File: src/sfpw_pkg.sv
package sfpw_pkg;
    // opcodes
    localparam logic [7:0] OP_WRAP_SET = 8'h77;
    localparam logic [7:0] OP_PAGE_PROG = 8'h02;
    localparam logic [7:0] OP_QUAD_PROG = 8'h32;
    localparam logic [7:0] OP_ERASE_4K = 8'h20;
    localparam logic [7:0] OP_ERASE_32K = 8'h52;
    localparam logic [7:0] OP_ERASE_64K = 8'hd8;
    localparam logic [7:0] OP_WRITE_EN = 8'h06;
    localparam logic [7:0] OP_READ_STATUS1 = 8'h05;
    localparam logic [7:0] OP_READ_STATUS2 = 8'h35;
    // status bit positions
    localparam int BUSY_BIT_POS = 0;
    localparam int WEL_BIT_POS = 1;
    localparam int QE_BIT_POS = 1;
    // wrap configuration byte fields
    localparam int WRAP_DIS_POS = 4;
    localparam int WRAP_LEN_LO = 5;
    localparam logic [7:0] WRAP_USED_MASK = 8'h70;
    localparam logic [7:0] WRAP_DEFAULT = 8'h10;
    // frame sizes
    localparam logic [5:0] ADDR_BITS = 6'h18;
    localparam logic [8:0] PAGE_BYTES = 9'h100;
    localparam logic [3:0] BYTE_BITS = 4'h8;
    // spi clock divider: serial clock toggles every DIV_HALF core cycles
    localparam logic [3:0] DIV_HALF = 4'h2;

    typedef enum logic [2:0] {
        CMD_WRAP = 3'h0,
        CMD_PROG = 3'h1,
        CMD_QPROG = 3'h2,
        CMD_ERASE_4K = 3'h3,
        CMD_ERASE_32K = 3'h4,
        CMD_ERASE_64K = 3'h5
    } sfpw_cmd_t;

    typedef enum logic [3:0] {
        ST_IDLE = 4'h0,
        ST_POLL = 4'h1,
        ST_WREN = 4'h2,
        ST_CHKWEL = 4'h3,
        ST_CHKQE = 4'h4,
        ST_OPCODE = 4'h5,
        ST_ADDR = 4'h6,
        ST_DATA = 4'h7,
        ST_WAIT = 4'h8,
        ST_GAP = 4'h9,
        ST_DONE = 4'ha
    } sfpw_state_t;
endpackage

File: src/sfpw_shifter.sv
`timescale 1ns/10ps
// one spi frame segment: shifts out for nbits clocks (1 or 4 lines each), captures io1 before each fall
module sfpw_shifter
    import sfpw_pkg::*;
(
    input wire logic core_clk_in,
    input wire logic rst_in,
    input wire logic start_in,
    input wire logic quad_in,
    input wire logic [5:0] nbits_in,
    input wire logic [31:0] tx_in,
    input wire logic miso_in,
    output logic sclk_out,
    output logic [3:0] io_out,
    output logic [7:0] rx_out,
    output logic done_out
);
    typedef struct packed {
        logic busy;
        logic sclk;
        logic [3:0] div;
        logic [5:0] left;
        logic [31:0] sh;
        logic [7:0] rx;
        logic done;
    } sfpw_sh_t;

    sfpw_sh_t s_r, s_nxt;

    always_comb begin
        s_nxt = s_r;
        s_nxt.done = 1'b0;
        if (!s_r.busy) begin
            if (start_in) begin
                s_nxt.busy = 1'b1;
                s_nxt.sh = tx_in;
                s_nxt.left = nbits_in;
                s_nxt.div = 4'h0;
            end
        end else if (s_r.div == DIV_HALF - 4'h1) begin
            s_nxt.div = 4'h0;
            if (!s_r.sclk) begin
                s_nxt.sclk = 1'b1;
            end else begin
                // sample late: pin register plus synchroniser exceed half a clock
                s_nxt.sclk = 1'b0;
                s_nxt.rx = {s_r.rx[6:0], miso_in};
                s_nxt.sh = quad_in ? {s_r.sh[27:0], 4'h0} : {s_r.sh[30:0], 1'b0};
                if (s_r.left == 6'h1) begin
                    s_nxt.busy = 1'b0;
                    s_nxt.done = 1'b1;
                end
                s_nxt.left = s_r.left - 6'h1;
            end
        end else begin
            s_nxt.div = s_r.div + 4'h1;
        end
    end

    always_ff @(posedge core_clk_in or posedge rst_in) begin
        if (rst_in) begin
            s_r <= '0;
        end else begin
            s_r <= s_nxt;
        end
    end

    assign sclk_out = s_r.sclk;
    assign io_out = quad_in ? s_r.sh[31:28] : {3'h0, s_r.sh[31]};
    assign rx_out = s_r.rx;
    assign done_out = s_r.done;
endmodule

File: src/sfpw_host.sv
`timescale 1ns/10ps
module sfpw_host
    import sfpw_pkg::*;
(
    input wire logic core_clk_in,
    input wire logic rst_in,
    input wire logic cmd_valid_in,
    input wire sfpw_cmd_t cmd_in,
    input wire logic [23:0] cmd_addr_in,
    input wire logic [7:0] cmd_wrap_in,
    input wire logic [8:0] cmd_len_in,
    input wire logic wdata_valid_in,
    input wire logic [7:0] wdata_in,
    input wire logic flash_io1_in,
    output logic cmd_ready_out,
    output logic wdata_ready_out,
    output logic done_out,
    output logic error_out,
    output logic flash_cs_n_out,
    output logic flash_sclk_out,
    output logic [3:0] flash_io_out,
    output logic [3:0] flash_io_oe_out
);
    typedef struct packed {
        sfpw_state_t st;
        sfpw_cmd_t cmd;
        logic [23:0] addr;
        logic [7:0] wrap;
        logic [8:0] left;
        logic [7:0] data;
        logic cs_n;
        logic quad_phase;
        logic start;
        logic [5:0] nbits;
        logic [31:0] tx;
        logic [1:0] sub;
        logic done;
        logic err;
        logic wready;
        logic sclk;
        logic [3:0] io;
        logic [3:0] oe;
        logic rdy;
    } sfpw_host_t;

    sfpw_host_t r_r, r_nxt;
    logic miso_meta_r, miso_sync_r;
    logic sh_sclk, sh_done;
    logic [3:0] sh_io;
    logic [7:0] sh_rx;

    ////////////////////////////////////////////////////////////////////////
    always_ff @(posedge core_clk_in or posedge rst_in) begin
        if (rst_in) begin
            miso_meta_r <= 1'b0;
            miso_sync_r <= 1'b0;
        end else begin
            miso_meta_r <= flash_io1_in;
            miso_sync_r <= miso_meta_r;
        end
    end

    sfpw_shifter u_shift (
        .core_clk_in(core_clk_in),
        .rst_in(rst_in),
        .start_in(r_r.start),
        .quad_in(r_r.quad_phase),
        .nbits_in(r_r.nbits),
        .tx_in(r_r.tx),
        .miso_in(miso_sync_r),
        .sclk_out(sh_sclk),
        .io_out(sh_io),
        .rx_out(sh_rx),
        .done_out(sh_done)
    );

    ////////////////////////////////////////////////////////////////////////
    function automatic logic [23:0] region_base(input sfpw_cmd_t c, input logic [23:0] a);
        case (c)
            CMD_ERASE_4K: region_base = {a[23:12], 12'h000};
            CMD_ERASE_32K: region_base = {a[23:15], 15'h0000};
            CMD_ERASE_64K: region_base = {a[23:16], 16'h0000};
            default: region_base = a;
        endcase
    endfunction

    always_comb begin
        r_nxt = r_r;
        r_nxt.start = 1'b0;
        r_nxt.done = 1'b0;
        r_nxt.wready = 1'b0;
        // sub: 0 = issue segment, 1 = await segment end
        case (r_r.st)
            ST_IDLE: begin
                r_nxt.cs_n = 1'b1;
                if (cmd_valid_in) begin
                    r_nxt.cmd = cmd_in;
                    r_nxt.addr = region_base(cmd_in, cmd_addr_in);
                    r_nxt.wrap = cmd_wrap_in & WRAP_USED_MASK;
                    // clamp to remaining page so a partial page stays untouched
                    if (cmd_len_in == 9'h0) begin
                        r_nxt.left = 9'h1;
                    end else if (cmd_len_in > PAGE_BYTES - {1'b0, cmd_addr_in[7:0]}) begin
                        r_nxt.left = PAGE_BYTES - {1'b0, cmd_addr_in[7:0]};
                    end else begin
                        r_nxt.left = cmd_len_in;
                    end
                    r_nxt.err = 1'b0;
                    r_nxt.sub = 2'h0;
                    r_nxt.st = ST_POLL;
                end
            end
            // read status: ST_POLL repeats until not busy (a busy device would drop the frame); ST_CHKWEL and ST_CHKQE read once
            ST_POLL, ST_CHKWEL, ST_CHKQE: begin
                if (r_r.sub == 2'h0) begin
                    r_nxt.cs_n = 1'b0;
                    r_nxt.quad_phase = 1'b0;
                    r_nxt.nbits = 6'h10;
                    r_nxt.tx = {(r_r.st == ST_CHKQE) ? OP_READ_STATUS2 : OP_READ_STATUS1,
                                24'h0};
                    r_nxt.start = 1'b1;
                    r_nxt.sub = 2'h1;
                end else if (sh_done) begin
                    r_nxt.cs_n = 1'b1;
                    r_nxt.sub = 2'h0;
                    if (r_r.st == ST_POLL) begin
                        if (!sh_rx[BUSY_BIT_POS]) begin
                            r_nxt.st = (r_r.cmd == CMD_WRAP) ? ST_OPCODE : ST_WREN;
                        end else begin
                            r_nxt.st = ST_GAP;
                        end
                    end else if (r_r.st == ST_CHKWEL) begin
                        if (!sh_rx[WEL_BIT_POS]) begin
                            r_nxt.err = 1'b1;
                            r_nxt.st = ST_DONE;
                        end else begin
                            r_nxt.st = (r_r.cmd == CMD_QPROG) ? ST_CHKQE : ST_OPCODE;
                        end
                    end else if (!sh_rx[QE_BIT_POS]) begin
                        r_nxt.err = 1'b1;
                        r_nxt.st = ST_DONE;
                    end else begin
                        r_nxt.st = ST_OPCODE;
                    end
                end
            end
            ST_GAP: begin
                r_nxt.st = ST_POLL;
            end
            ST_WREN: begin
                if (r_r.sub == 2'h0) begin
                    r_nxt.cs_n = 1'b0;
                    r_nxt.quad_phase = 1'b0;
                    r_nxt.nbits = {2'h0, BYTE_BITS};
                    r_nxt.tx = {OP_WRITE_EN, 24'h0};
                    r_nxt.start = 1'b1;
                    r_nxt.sub = 2'h1;
                end else if (sh_done) begin
                    r_nxt.cs_n = 1'b1;
                    r_nxt.sub = 2'h0;
                    r_nxt.st = ST_CHKWEL;
                end
            end
            ST_OPCODE: begin
                if (r_r.sub == 2'h0) begin
                    r_nxt.cs_n = 1'b0;
                    r_nxt.quad_phase = 1'b0;
                    r_nxt.nbits = {2'h0, BYTE_BITS};
                    case (r_r.cmd)
                        CMD_WRAP: r_nxt.tx = {OP_WRAP_SET, 24'h0};
                        CMD_PROG: r_nxt.tx = {OP_PAGE_PROG, 24'h0};
                        CMD_QPROG: r_nxt.tx = {OP_QUAD_PROG, 24'h0};
                        CMD_ERASE_4K: r_nxt.tx = {OP_ERASE_4K, 24'h0};
                        CMD_ERASE_32K: r_nxt.tx = {OP_ERASE_32K, 24'h0};
                        default: r_nxt.tx = {OP_ERASE_64K, 24'h0};
                    endcase
                    r_nxt.start = 1'b1;
                    r_nxt.sub = 2'h1;
                end else if (sh_done) begin
                    r_nxt.sub = 2'h0;
                    r_nxt.st = ST_ADDR;
                end
            end
            ST_ADDR: begin
                if (r_r.sub == 2'h0) begin
                    r_nxt.quad_phase = (r_r.cmd == CMD_QPROG);
                    r_nxt.nbits = (r_r.cmd == CMD_QPROG) ? 6'h06 : ADDR_BITS;
                    // wrap setup sends 24 dummy zeros in the address slot
                    r_nxt.tx = (r_r.cmd == CMD_WRAP) ? 32'h0 : {r_r.addr, 8'h0};
                    r_nxt.start = 1'b1;
                    r_nxt.sub = 2'h1;
                end else if (sh_done) begin
                    r_nxt.sub = 2'h0;
                    r_nxt.st = (r_r.cmd == CMD_WRAP || r_r.cmd == CMD_PROG ||
                                r_r.cmd == CMD_QPROG) ? ST_DATA : ST_WAIT;
                end
            end
            ST_DATA: begin
                if (r_r.sub == 2'h0) begin
                    if (r_r.cmd == CMD_WRAP) begin
                        // sent once: the device keeps it for every later quad read
                        r_nxt.tx = {r_r.wrap, 24'h0};
                        r_nxt.nbits = {2'h0, BYTE_BITS};
                        r_nxt.start = 1'b1;
                        r_nxt.sub = 2'h1;
                    end else if (wdata_valid_in) begin
                        // cs stays low while waiting for data: stalls just stretch sclk
                        r_nxt.wready = 1'b1;
                        r_nxt.tx = {wdata_in, 24'h0};
                        r_nxt.nbits = (r_r.cmd == CMD_QPROG) ? 6'h02 : {2'h0, BYTE_BITS};
                        r_nxt.start = 1'b1;
                        r_nxt.sub = 2'h1;
                    end
                end else if (sh_done) begin
                    r_nxt.sub = 2'h0;
                    if (r_r.cmd == CMD_WRAP || r_r.left == 9'h1) begin
                        r_nxt.st = ST_WAIT;
                    end
                    r_nxt.left = r_r.left - 9'h1;
                end
            end
            ST_WAIT: begin
                // raise cs right after the last bit of the final byte
                r_nxt.cs_n = 1'b1;
                r_nxt.sub = 2'h0;
                r_nxt.st = (r_r.cmd == CMD_WRAP) ? ST_DONE : ST_POLL;
                r_nxt.cmd = (r_r.cmd == CMD_WRAP) ? r_r.cmd : CMD_WRAP;
                // mark post-cycle polls so they finish instead of writing again
                r_nxt.wrap[0] = (r_r.cmd != CMD_WRAP);
            end
            ST_DONE: begin
                r_nxt.done = 1'b1;
                r_nxt.st = ST_IDLE;
            end
            default: begin
                r_nxt.st = ST_IDLE;
            end
        endcase
        // final poll after the cycle ends: cmd was retagged as wrap to skip wren
        // a protected target never goes busy, so this poll still ends the job
        if (r_r.st == ST_POLL && r_r.sub == 2'h1 && sh_done && !sh_rx[BUSY_BIT_POS]
            && r_r.cmd == CMD_WRAP && r_r.wrap[0]) begin
            r_nxt.st = ST_DONE;
        end
        r_nxt.sclk = sh_sclk;
        r_nxt.io = sh_io;
        r_nxt.oe = (r_nxt.cs_n) ? 4'h0 : (r_nxt.quad_phase ? 4'hf : 4'h1);
        r_nxt.rdy = (r_nxt.st == ST_IDLE);
    end

    always_ff @(posedge core_clk_in or posedge rst_in) begin
        if (rst_in) begin
            // no wrap copy kept here: the device restores its own default
            r_r <= '0;
            r_r.st <= ST_IDLE;
            r_r.cs_n <= 1'b1;
            r_r.rdy <= 1'b1;
        end else begin
            r_r <= r_nxt;
        end
    end

    assign cmd_ready_out = r_r.rdy;
    assign wdata_ready_out = r_r.wready;
    assign done_out = r_r.done;
    assign error_out = r_r.err;
    assign flash_cs_n_out = r_r.cs_n;
    assign flash_sclk_out = r_r.sclk;
    assign flash_io_out = r_r.io;
    assign flash_io_oe_out = r_r.oe;
endmodule

File: config.mk
export PLATFORM = sky130hd
export DESIGN_NAME = sfpw_host
export DESIGN_NICKNAME = d
export VERILOG_FILES = /design/src/sfpw_pkg.sv /design/src/sfpw_shifter.sv /design/src/sfpw_host.sv
export SDC_FILE = /design/constraint.sdc
export NUM_CORES = 1
export LEC_CHECK = 0
export ABC_CLOCK_PERIOD_IN_PS = 7200
export BUFFER_PORTS_ARGS = -buffer_cell sky130_fd_sc_hd__buf_2
export CORE_ASPECT_RATIO = 1.25
export CORE_MARGIN = 2
export CORE_UTILIZATION = 30
export DETAILED_ROUTE_END_ITERATION = 16
export REMOVE_ABC_BUFFERS = 1
export SLEW_MARGIN = 20
export SYNTH_ARGS = -nofsm -noshare
export SYNTH_HDL_FRONTEND = slang
export SYNTH_HIERARCHICAL = 1
export SYNTH_SLANG_ARGS = --single-unit
File: constraint.sdc
create_clock -name core_clk_in -period 7.2 [get_ports core_clk_in]
set_clock_uncertainty 0.1 [all_clocks]
set_input_delay 1.08 -clock core_clk_in [delete_from_list [all_inputs] [get_ports core_clk_in]]
set_output_delay 1.08 -clock core_clk_in [all_outputs]
set_load 0.1 [all_outputs]
; ---- Word level (Yosys, flattened, before mapping)
; Index checks and enable logic that the tools add are counted.
[word_totals]
reg_bits = 155
inputBits = 57
out_inout_bits = 14
wordCells = 188
[classes]
n_addsub = 4
n_lt_le_gt_ge = 1
n_eq_ne = 38
mux = 82
reduce_logical = 35
[ops]
columns = op, count
row1 = case mux 39 bit (5 select lines), 1
row2 = case mux 32 bit (5 select lines), 1
row3 = 2-to-1 mux 41 bit, 3
row4 = 2-to-1 mux 40 bit, 3
row5 = 2-to-1 mux 4 bit, 24
row6 = 2-to-1 mux 47 bit, 2
row7 = 2-to-1 mux 42 bit, 2
row8 = 2-to-1 mux 32 bit, 2
row9 = 2-to-1 mux 48 bit, 1
row10 = case mux 16 bit (3 select lines), 1
row11 = 2-to-1 mux 39 bit, 1
row12 = 2-to-1 mux 9 bit, 4
row13 = case mux 4 bit (8 select lines), 1
row14 = "inequality test 2 bit, second input constant", 13
row15 = 2-to-1 mux 1 bit, 20
row16 = case mux 9 bit (2 select lines), 1
row17 = "equality test 4 x 3 -> 1 bit, second input constant", 4
row18 = "equality test 4 bit, second input constant", 3
row19 = AND reduction 3 bit, 4
row20 = 2-to-1 mux 2 bit, 5
row21 = "equality test 3 x 2 -> 1 bit, second input constant", 3
row22 = "equality test 3 bit, second input constant", 3
row23 = "equality test 9 x 1 -> 1 bit, second input constant", 1
row24 = > comparator 9 bit, 1
row25 = other kinds (39), 56

; ---- Depth between registers and ports, before layout
; Gate-level depths: netlist of run 1.
[logic_depth]
word_depth = 10
mapped_depth = 11
mapped_depth_nobuf = 10

; ---- Hierarchy
; Netlist of run 1, hierarchy kept.
[modules_own_cells]
columns = module, instances, cells_each, area_per_inst_um2, seq_area_each_um2
row1 = sfpw_host, 1, 505, 4797.1, 2254.7
row2 = sfpw_shifter, 1, 241, 2720.1, 1326.3

; ---- Worst setup path before layout of run 1
; Ideal clock, no wire load.
[synth_path]
path_type = input port to flip-flop
startpoint = input port cmd_addr_in[2]
endpoint = register r_r[72] (netlist bit)
setup_ns = 0.132
arrival_ns = 3.464
required_ns = 6.968
setup_slack_ns = 3.505
cell_stages = 10
n_path_buf = 1
cell_sequence = nor4_1 > nand2_1 > or3_1 > ha_1 > nand4_1 > a211oi_1 > a2111oi_2 > clkbuf_1 > nor4_1 > or3b_1
[synth_via]
elab_chain_len = 6
[synth_rtl]
columns = item, line_no
row1 = from (decl), sfpw_host.sv:9  ; input wire logic [23:0] cmd_addr_in,
row2 = subtractor 9 x 8 -> 9 bit (*), "sfpw_host.sv:103, sfpw_host.sv:104"
row3 = > comparator 9 bit, sfpw_host.sv:103  ; end else if (cmd_len_in > PAGE_BYTES - {1'b0, cmd_addr_in[7:0]}) begin
row4 = 2-to-1 mux 9 bit (*), sfpw_host.sv:103
row5 = 2-to-1 mux 9 bit (*), sfpw_host.sv:101  ; if (cmd_len_in == 9'h0) begin
row6 = 2-to-1 mux 48 bit (*), sfpw_host.sv:96  ; if (cmd_valid_in) begin
row7 = case mux 9 bit (2 select lines) (*), sfpw_host.sv:93  ; case (r_r.st)
row8 = to (signal assigned), sfpw_host.sv:259  ; r_r <= r_nxt;
row9 = to (decl), sfpw_host.sv:46  ; sfpw_host_t r_r, r_nxt;
; Every way passes the cells marked *; elsewhere a longest branch is shown, timed or not. The select of a mux whose other input is x is not followed.
; A chain may end at the register's enable or synchronous reset.

; ---- Worst setup path after layout of run 1
[layout_path]
startpoint = input port cmd_addr_in[2]
endpoint = register r_r[66] (netlist bit)
; The elaborated chain is that of the path after synthesis.

==> results of run 1 <==
## critical path, stage by stage
cell	delay [ps]
buf_2	130
nor4_1	380
nand2_1	140
or3_1	370
ha_1	360
nand4_1	170
a211oi_1	420
a2111oi_4	180
or2_0	360
a311o_1	400
## power groups by stage
stage / Sequential, mW / Combinational, mW / Clock (mW)
final: 1.21 / 0.991 / 0.885
after global routing: 1.25 / 1.10 / 0.939
after CTS: 1.21 / 0.995 / 0.901
after detailed placement: 1.22 / 0.991 / 0
after global placement: 1.22 / 0.974 / 0
after floorplan: 1.25 / 0.647 / 0
## per-stage QoR
step	util, %	hold WS, ps
global placement	32.9	241
global route	35.5	270
CTS	35.5	262
detailed placement	32.9	240
floorplan	-	231
finish	35.5	255
## cell type report
cell class                 instances  area share (%)
tap                              325            4.82
multi-input combinational        515            41.5
clock buffer                      19            5.37
timing repair buffer              75            4.75
inverter                          23            1.07
sequential                       137            40.7
clock inverter                    12            1.78
## worst max path at each step
stage / start / endpoint / slack (ps) / cells past startpoint
2_1_floorplan: cmd_addr_in[2] / r_r[67]$_DFFE_PP0P_ / 3380 / 9
3_3_place_gp: cmd_addr_in[2] / r_r[67]$_DFFE_PP0P_ / 2830 / 10
3_5_place_dp: cmd_addr_in[2] / r_r[67]$_DFFE_PP0P_ / 2770 / 10
4_1_cts: cmd_addr_in[2] / r_r[67]$_DFFE_PP0P_ / 3210 / 10
5_1_grt: cmd_addr_in[2] / r_r[67]$_DFFE_PP0P_ / 3130 / 10
6_report: cmd_addr_in[2] / r_r[66]$_DFFE_PP0P_ / 3400 / 10
## registers in the layout, summed over array words and instances, names as in the netlist, 2 cells and up
| signal | count |
|---|---|
| flash_io_oe_out | 2 |
| flash_io_out | 4 |
| r_r | 76 |
| u_shift/rx_out | 2 |
| u_shift/s_r | 43 |
## per-layer routing
| layer | vias up | GRT usage (%) | share of wire (%) |
|---|---|---|---|
| met3 | 31 | 3.05 | 4.4 |
| met5 | - | 0 | 0 |
| met2 | 148 | 25.3 | 50 |
| li1 | 2772 | - | - |
| met1 | 2837 | 19.5 | 44 |
| met4 | 0 | 5.61 | 2.2 |
==> metrics.txt, run 1 <==
Ys Warns=6; register area=0.00343 mm2; initial antenna violation count=0; vias post-DR=5,788; First-pass DRT Iterations=7; Max-slew headroom=about 25%; first-pass GRT wire length=30,300 um; Slew @ Worst Pin=1100 ps; Hold Path Class=reg2reg; final setup violation count=0; Hold Vio Cnt, Final=0; Cell Pwr Density=about 370 mW/mm2; Avg Inst Size Synth=~10 um2; crit end category=flip-flop; setup TNS=0 ps; Antenna Violating Nets Remaining=0; grt total ovfl=0; unrepaired setup endpoints after global routing=no; Row Count=63; Hold Crit Start=miso_meta_r$_DFF_PP0_; r2r setup slk=roughly 4000 ps; worst slack, placed=2770 ps; Initial Util=30.6%; post-DR vias/cell=5.23; CTS tree=done; Post-Route WL=18,600 um; Psw=1.15 mW; Tot GR Track Use=between 10% and 20%; RR Startpoint=r_r[110]$_DFF_PP0_; final worst slack=3400 ps; layout cells sized above 1=17.5%; Max-Cap Viols=0; part of the power in registers=39.3%; Final Max Tran Viols=0; WL/cell=around 17 um; Syn Std Cell Area=0.00725 mm2; Comb power frac=around a third; LEAKAGE=3.68 nW; Hold Path Sink=miso_sync_r$_DFF_PP0_; PortBufs=65; Routability Congestion=about 0.8; Core Box Area=0.0237 mm2; cts hold-fix bufs=0; vias in the first global route=between 5,000 and 6,000; P&R area growth vs syn=16.2%; postcts setup bufs=0; Critical Path Fanout Max=13; startpoint types=input pin; Longest Clk Path Bufs=2; Finished Layout Cells=1,106; WP data arrival=approximately 4000 ps; Achievable Freq=roughly 260 MHz; Req. time, crit path=~7400 ps; fillers=~2,400; worst skew pair latency=420 ps; total chip power=3.09 mW; post-placement cell count=1,075; minimum clock period=3800 ps; die width=143 um; CTS buffer count=17; Max rail drop VDD=0.000184 V; clk slew on worst S/H paths=approximately 60 ps; outcome=finished clean; die area=between 0.02 and 0.03 mm2; synthesized instance count=728; Die Y=approximately 180 um; Max H-tree Level=4; CP Class=in2reg; CTS Sinks=between 100 and 150; Net Sw Frac=between 30 and 40%; Final Cycle Share=52.7%; r2r endpoint=r_r[41]$_DFFE_PP0P_; Hold Path Depth=0; Starting DRT DRC Count=535; CTS resizes=0; multi-input logic area=0.00350 mm2; I/O pin count=71; most common cell after layout, fill and taps aside=dfrtp_1; Area after DPL=a little under 0.008 mm2; largest net degree at the start of global routing=74; CTS root buffer=clkbuf_16; Power Internal=~1.9 mW; Clock power frac=28.7%; hpwl dp=13,100 um; most frequent cells in the layout=dfrtp_1 (135), nand2_1 (84), buf_2 (65), nor2_1 (62), a221o_1 (33); NumNets Final=842; cell area after layout=0.00843 mm2; reg2reg path depth=5; diode count=0; DRC Markers=0
Note: power is estimated with default switching activity, not from simulation.
==> run 2, diff against run 1 <==
- ABC_AREA: unset -> 1
- ABC_CLOCK_PERIOD_IN_PS: 7200 -> 3600
- clock period: 7.2 -> 3.6 ns (I/O delays scaled with it)
==> run 2 against run 1 <==
Global-route usage is 0.46 points lower. Routed wire length is 0.76% higher. Synthesized cell count is 29% higher. Cell count is 21% higher.
==> metrics.txt, run 2 <==
P&R area growth vs syn=16.3%; Hold Crit Start=flash_io1_in; grt total ovfl=0; Max-Cap Viols=0; initial antenna violation count=0; WP data arrival=about 2900 ps; First-pass DRT Iterations=5; vias in the first global route=a little over 6,000; max reg flops=76; Final Cycle Share=between 70% and 80%; Worst Path Buf+Inv=2; Avg Inst Size Synth=7.97 um2; final setup violation count=0; Tot GR Track Use=between 10 and 15%; postcts setup bufs=0; Hold Path Class=in2reg; Max-slew headroom=39.7%; Critical Path Fanout Max=10; reg2reg path depth=8; cell area after layout=0.00870 mm2; Hold Path Sink=miso_meta_r$_DFF_PP0_; Cell Pwr Density=721 mW/mm2; die area=0.0262 mm2; Req. time, crit path=3840 ps; Starting DRT DRC Count=512; vias post-DR=6,361; r2r endpoint=r_r[51]$_DFFE_PP0P_; worst skew pair latency=between 400 and 500 ps; Ys Warns=6; CTS buffer count=17; die width=145 um; Die Y=roughly 180 um; first-pass GRT wire length=31,400 um; Antenna Violating Nets Remaining=0; diode count=0; Achievable Freq=371 MHz; setup TNS=0 ps; unrepaired setup endpoints after global routing=no; Routability Congestion=0.876; cts hold-fix bufs=0; largest net degree at the start of global routing=48; most frequent cells in the layout=nand2_1 (256), dfrtp_1 (135), nand3_1 (106), inv_1 (105), buf_2 (65); most used cell along the critical path=nand3_1; Hold Path Depth=1; CTS tree=done; Final Max Tran Viols=0; PortBufs=65; fillers=2,630; clk slew on worst S/H paths=60 ps; synthesized instance count=938; WL/cell=14.0 um; NumNets Final=1,067; most common cell after layout, fill and taps aside=nand2_1; layout cells sized above 1=between 15 and 20%; DRC Markers=0; RR Startpoint=r_r[105]$_DFFE_PP0P_; minimum clock period=2700 ps; Initial Util=30.5%; crit path max-delay cell type=ha_1; Area after DPL=roughly 0.008 mm2; Largest Register=r_r; outcome=finished clean; Max H-tree Level=4; Slew @ Worst Pin=904 ps; Slowest Stage Delay on Critical Path=300 ps; CP Class=in2reg; Row Count=64; Max rail drop VDD=0.000378 V; startpoint types=input pin; I/O pin count=71; r2r setup slk=1270 ps; Core Box Area=0.0245 mm2; crit end category=flip-flop; Post-Route WL=18,800 um; post-DR vias/cell=4.76; Longest Clk Path Bufs=2; crit path launch=cmd_addr_in[0]; LEAKAGE=4.33 nW; Syn Std Cell Area=between 0.007 and 0.008 mm2; delay-heaviest family, CP=simple AND/OR/NAND/NOR gates; Hold Vio Cnt, Final=0; CP Cell Sequence=buf_2 > inv_1 > ha_1 > nand3_1 > nor2_1 > nand2_1 > xor2_1 > ha_1 > nand2_1 > nor2_1 > nand3_1 > nand3_1 > nand2_2 > nand2_1 > nand3_1 > a31oi_1; hpwl dp=13,500 um; CTS resizes=0; CTS root buffer=clkbuf_16; CTS Sinks=137
[run 2: how the worst max path moves through the flow]
stage | to | slack [ps] | cells past startpoint
detailed placement | r_r[72]$_DFFE_PP0P_ | 470 | 16
finish | r_r[72]$_DFFE_PP0P_ | 900 | 16
CTS | r_r[72]$_DFFE_PP0P_ | 920 | 16
global route | r_r[72]$_DFFE_PP0P_ | 590 | 16
floorplan | done_out$_DFF_PP0_ | 630 | 1
global placement | r_r[72]$_DFFE_PP0P_ | 540 | 16
[run 2: per-layer routing]
metal / GRT usage (%) / wire length [um] / vias to the layer above
li1: - / - / 3181
met1: 18.5 / 8650 / 3004
met2: 24.6 / 9070 / 140
met3: 2.73 / 507 / 36
met4: 6.75 / 557 / 0
met5: 0 / 0 / -
[run 2: final cells by class]
class                   instances  area [um2]  area share (%)
flip-flops and latches        137        3430            39.4
well taps                     330         413            4.75
inverters                     119         462            5.31
clock buffers                  25         495            5.70
clock inverters                 7         164            1.88
repair buffers                 70         375            4.32
multi-input cells             649        3360            38.6
[run 2: metrics by stage]
step	worst slack [ps]	cells	utilization (%)	power, mW	hold WS [ps]
global placement	544	1305	32.8	4.30	240
detailed placement	470	1305	32.8	4.33	241
global route	590	1337	35.5	6.69	114
floorplan	628	905	-	3.82	231
finish	903	1337	35.5	6.27	124
CTS	922	1337	35.5	6.30	109
[run 2: power by group]
part           internal (mW)  switching, mW  leakage, nW
registers               2.07          0.347         1.75
logic                  0.593           1.30         2.26
clock network           1.30          0.646        0.322
total                   3.97           2.30         4.33
[run 2: worst reg2reg max path: cells and delay by family, from the launching register on]
family | cells | cell delay, ps
buffers and inverters | 1 | 200
AND/OR/NAND/NOR | 6 | 1350
flip-flops | 1 | 400
AO/OA/AOI/OAI | 1 | 110
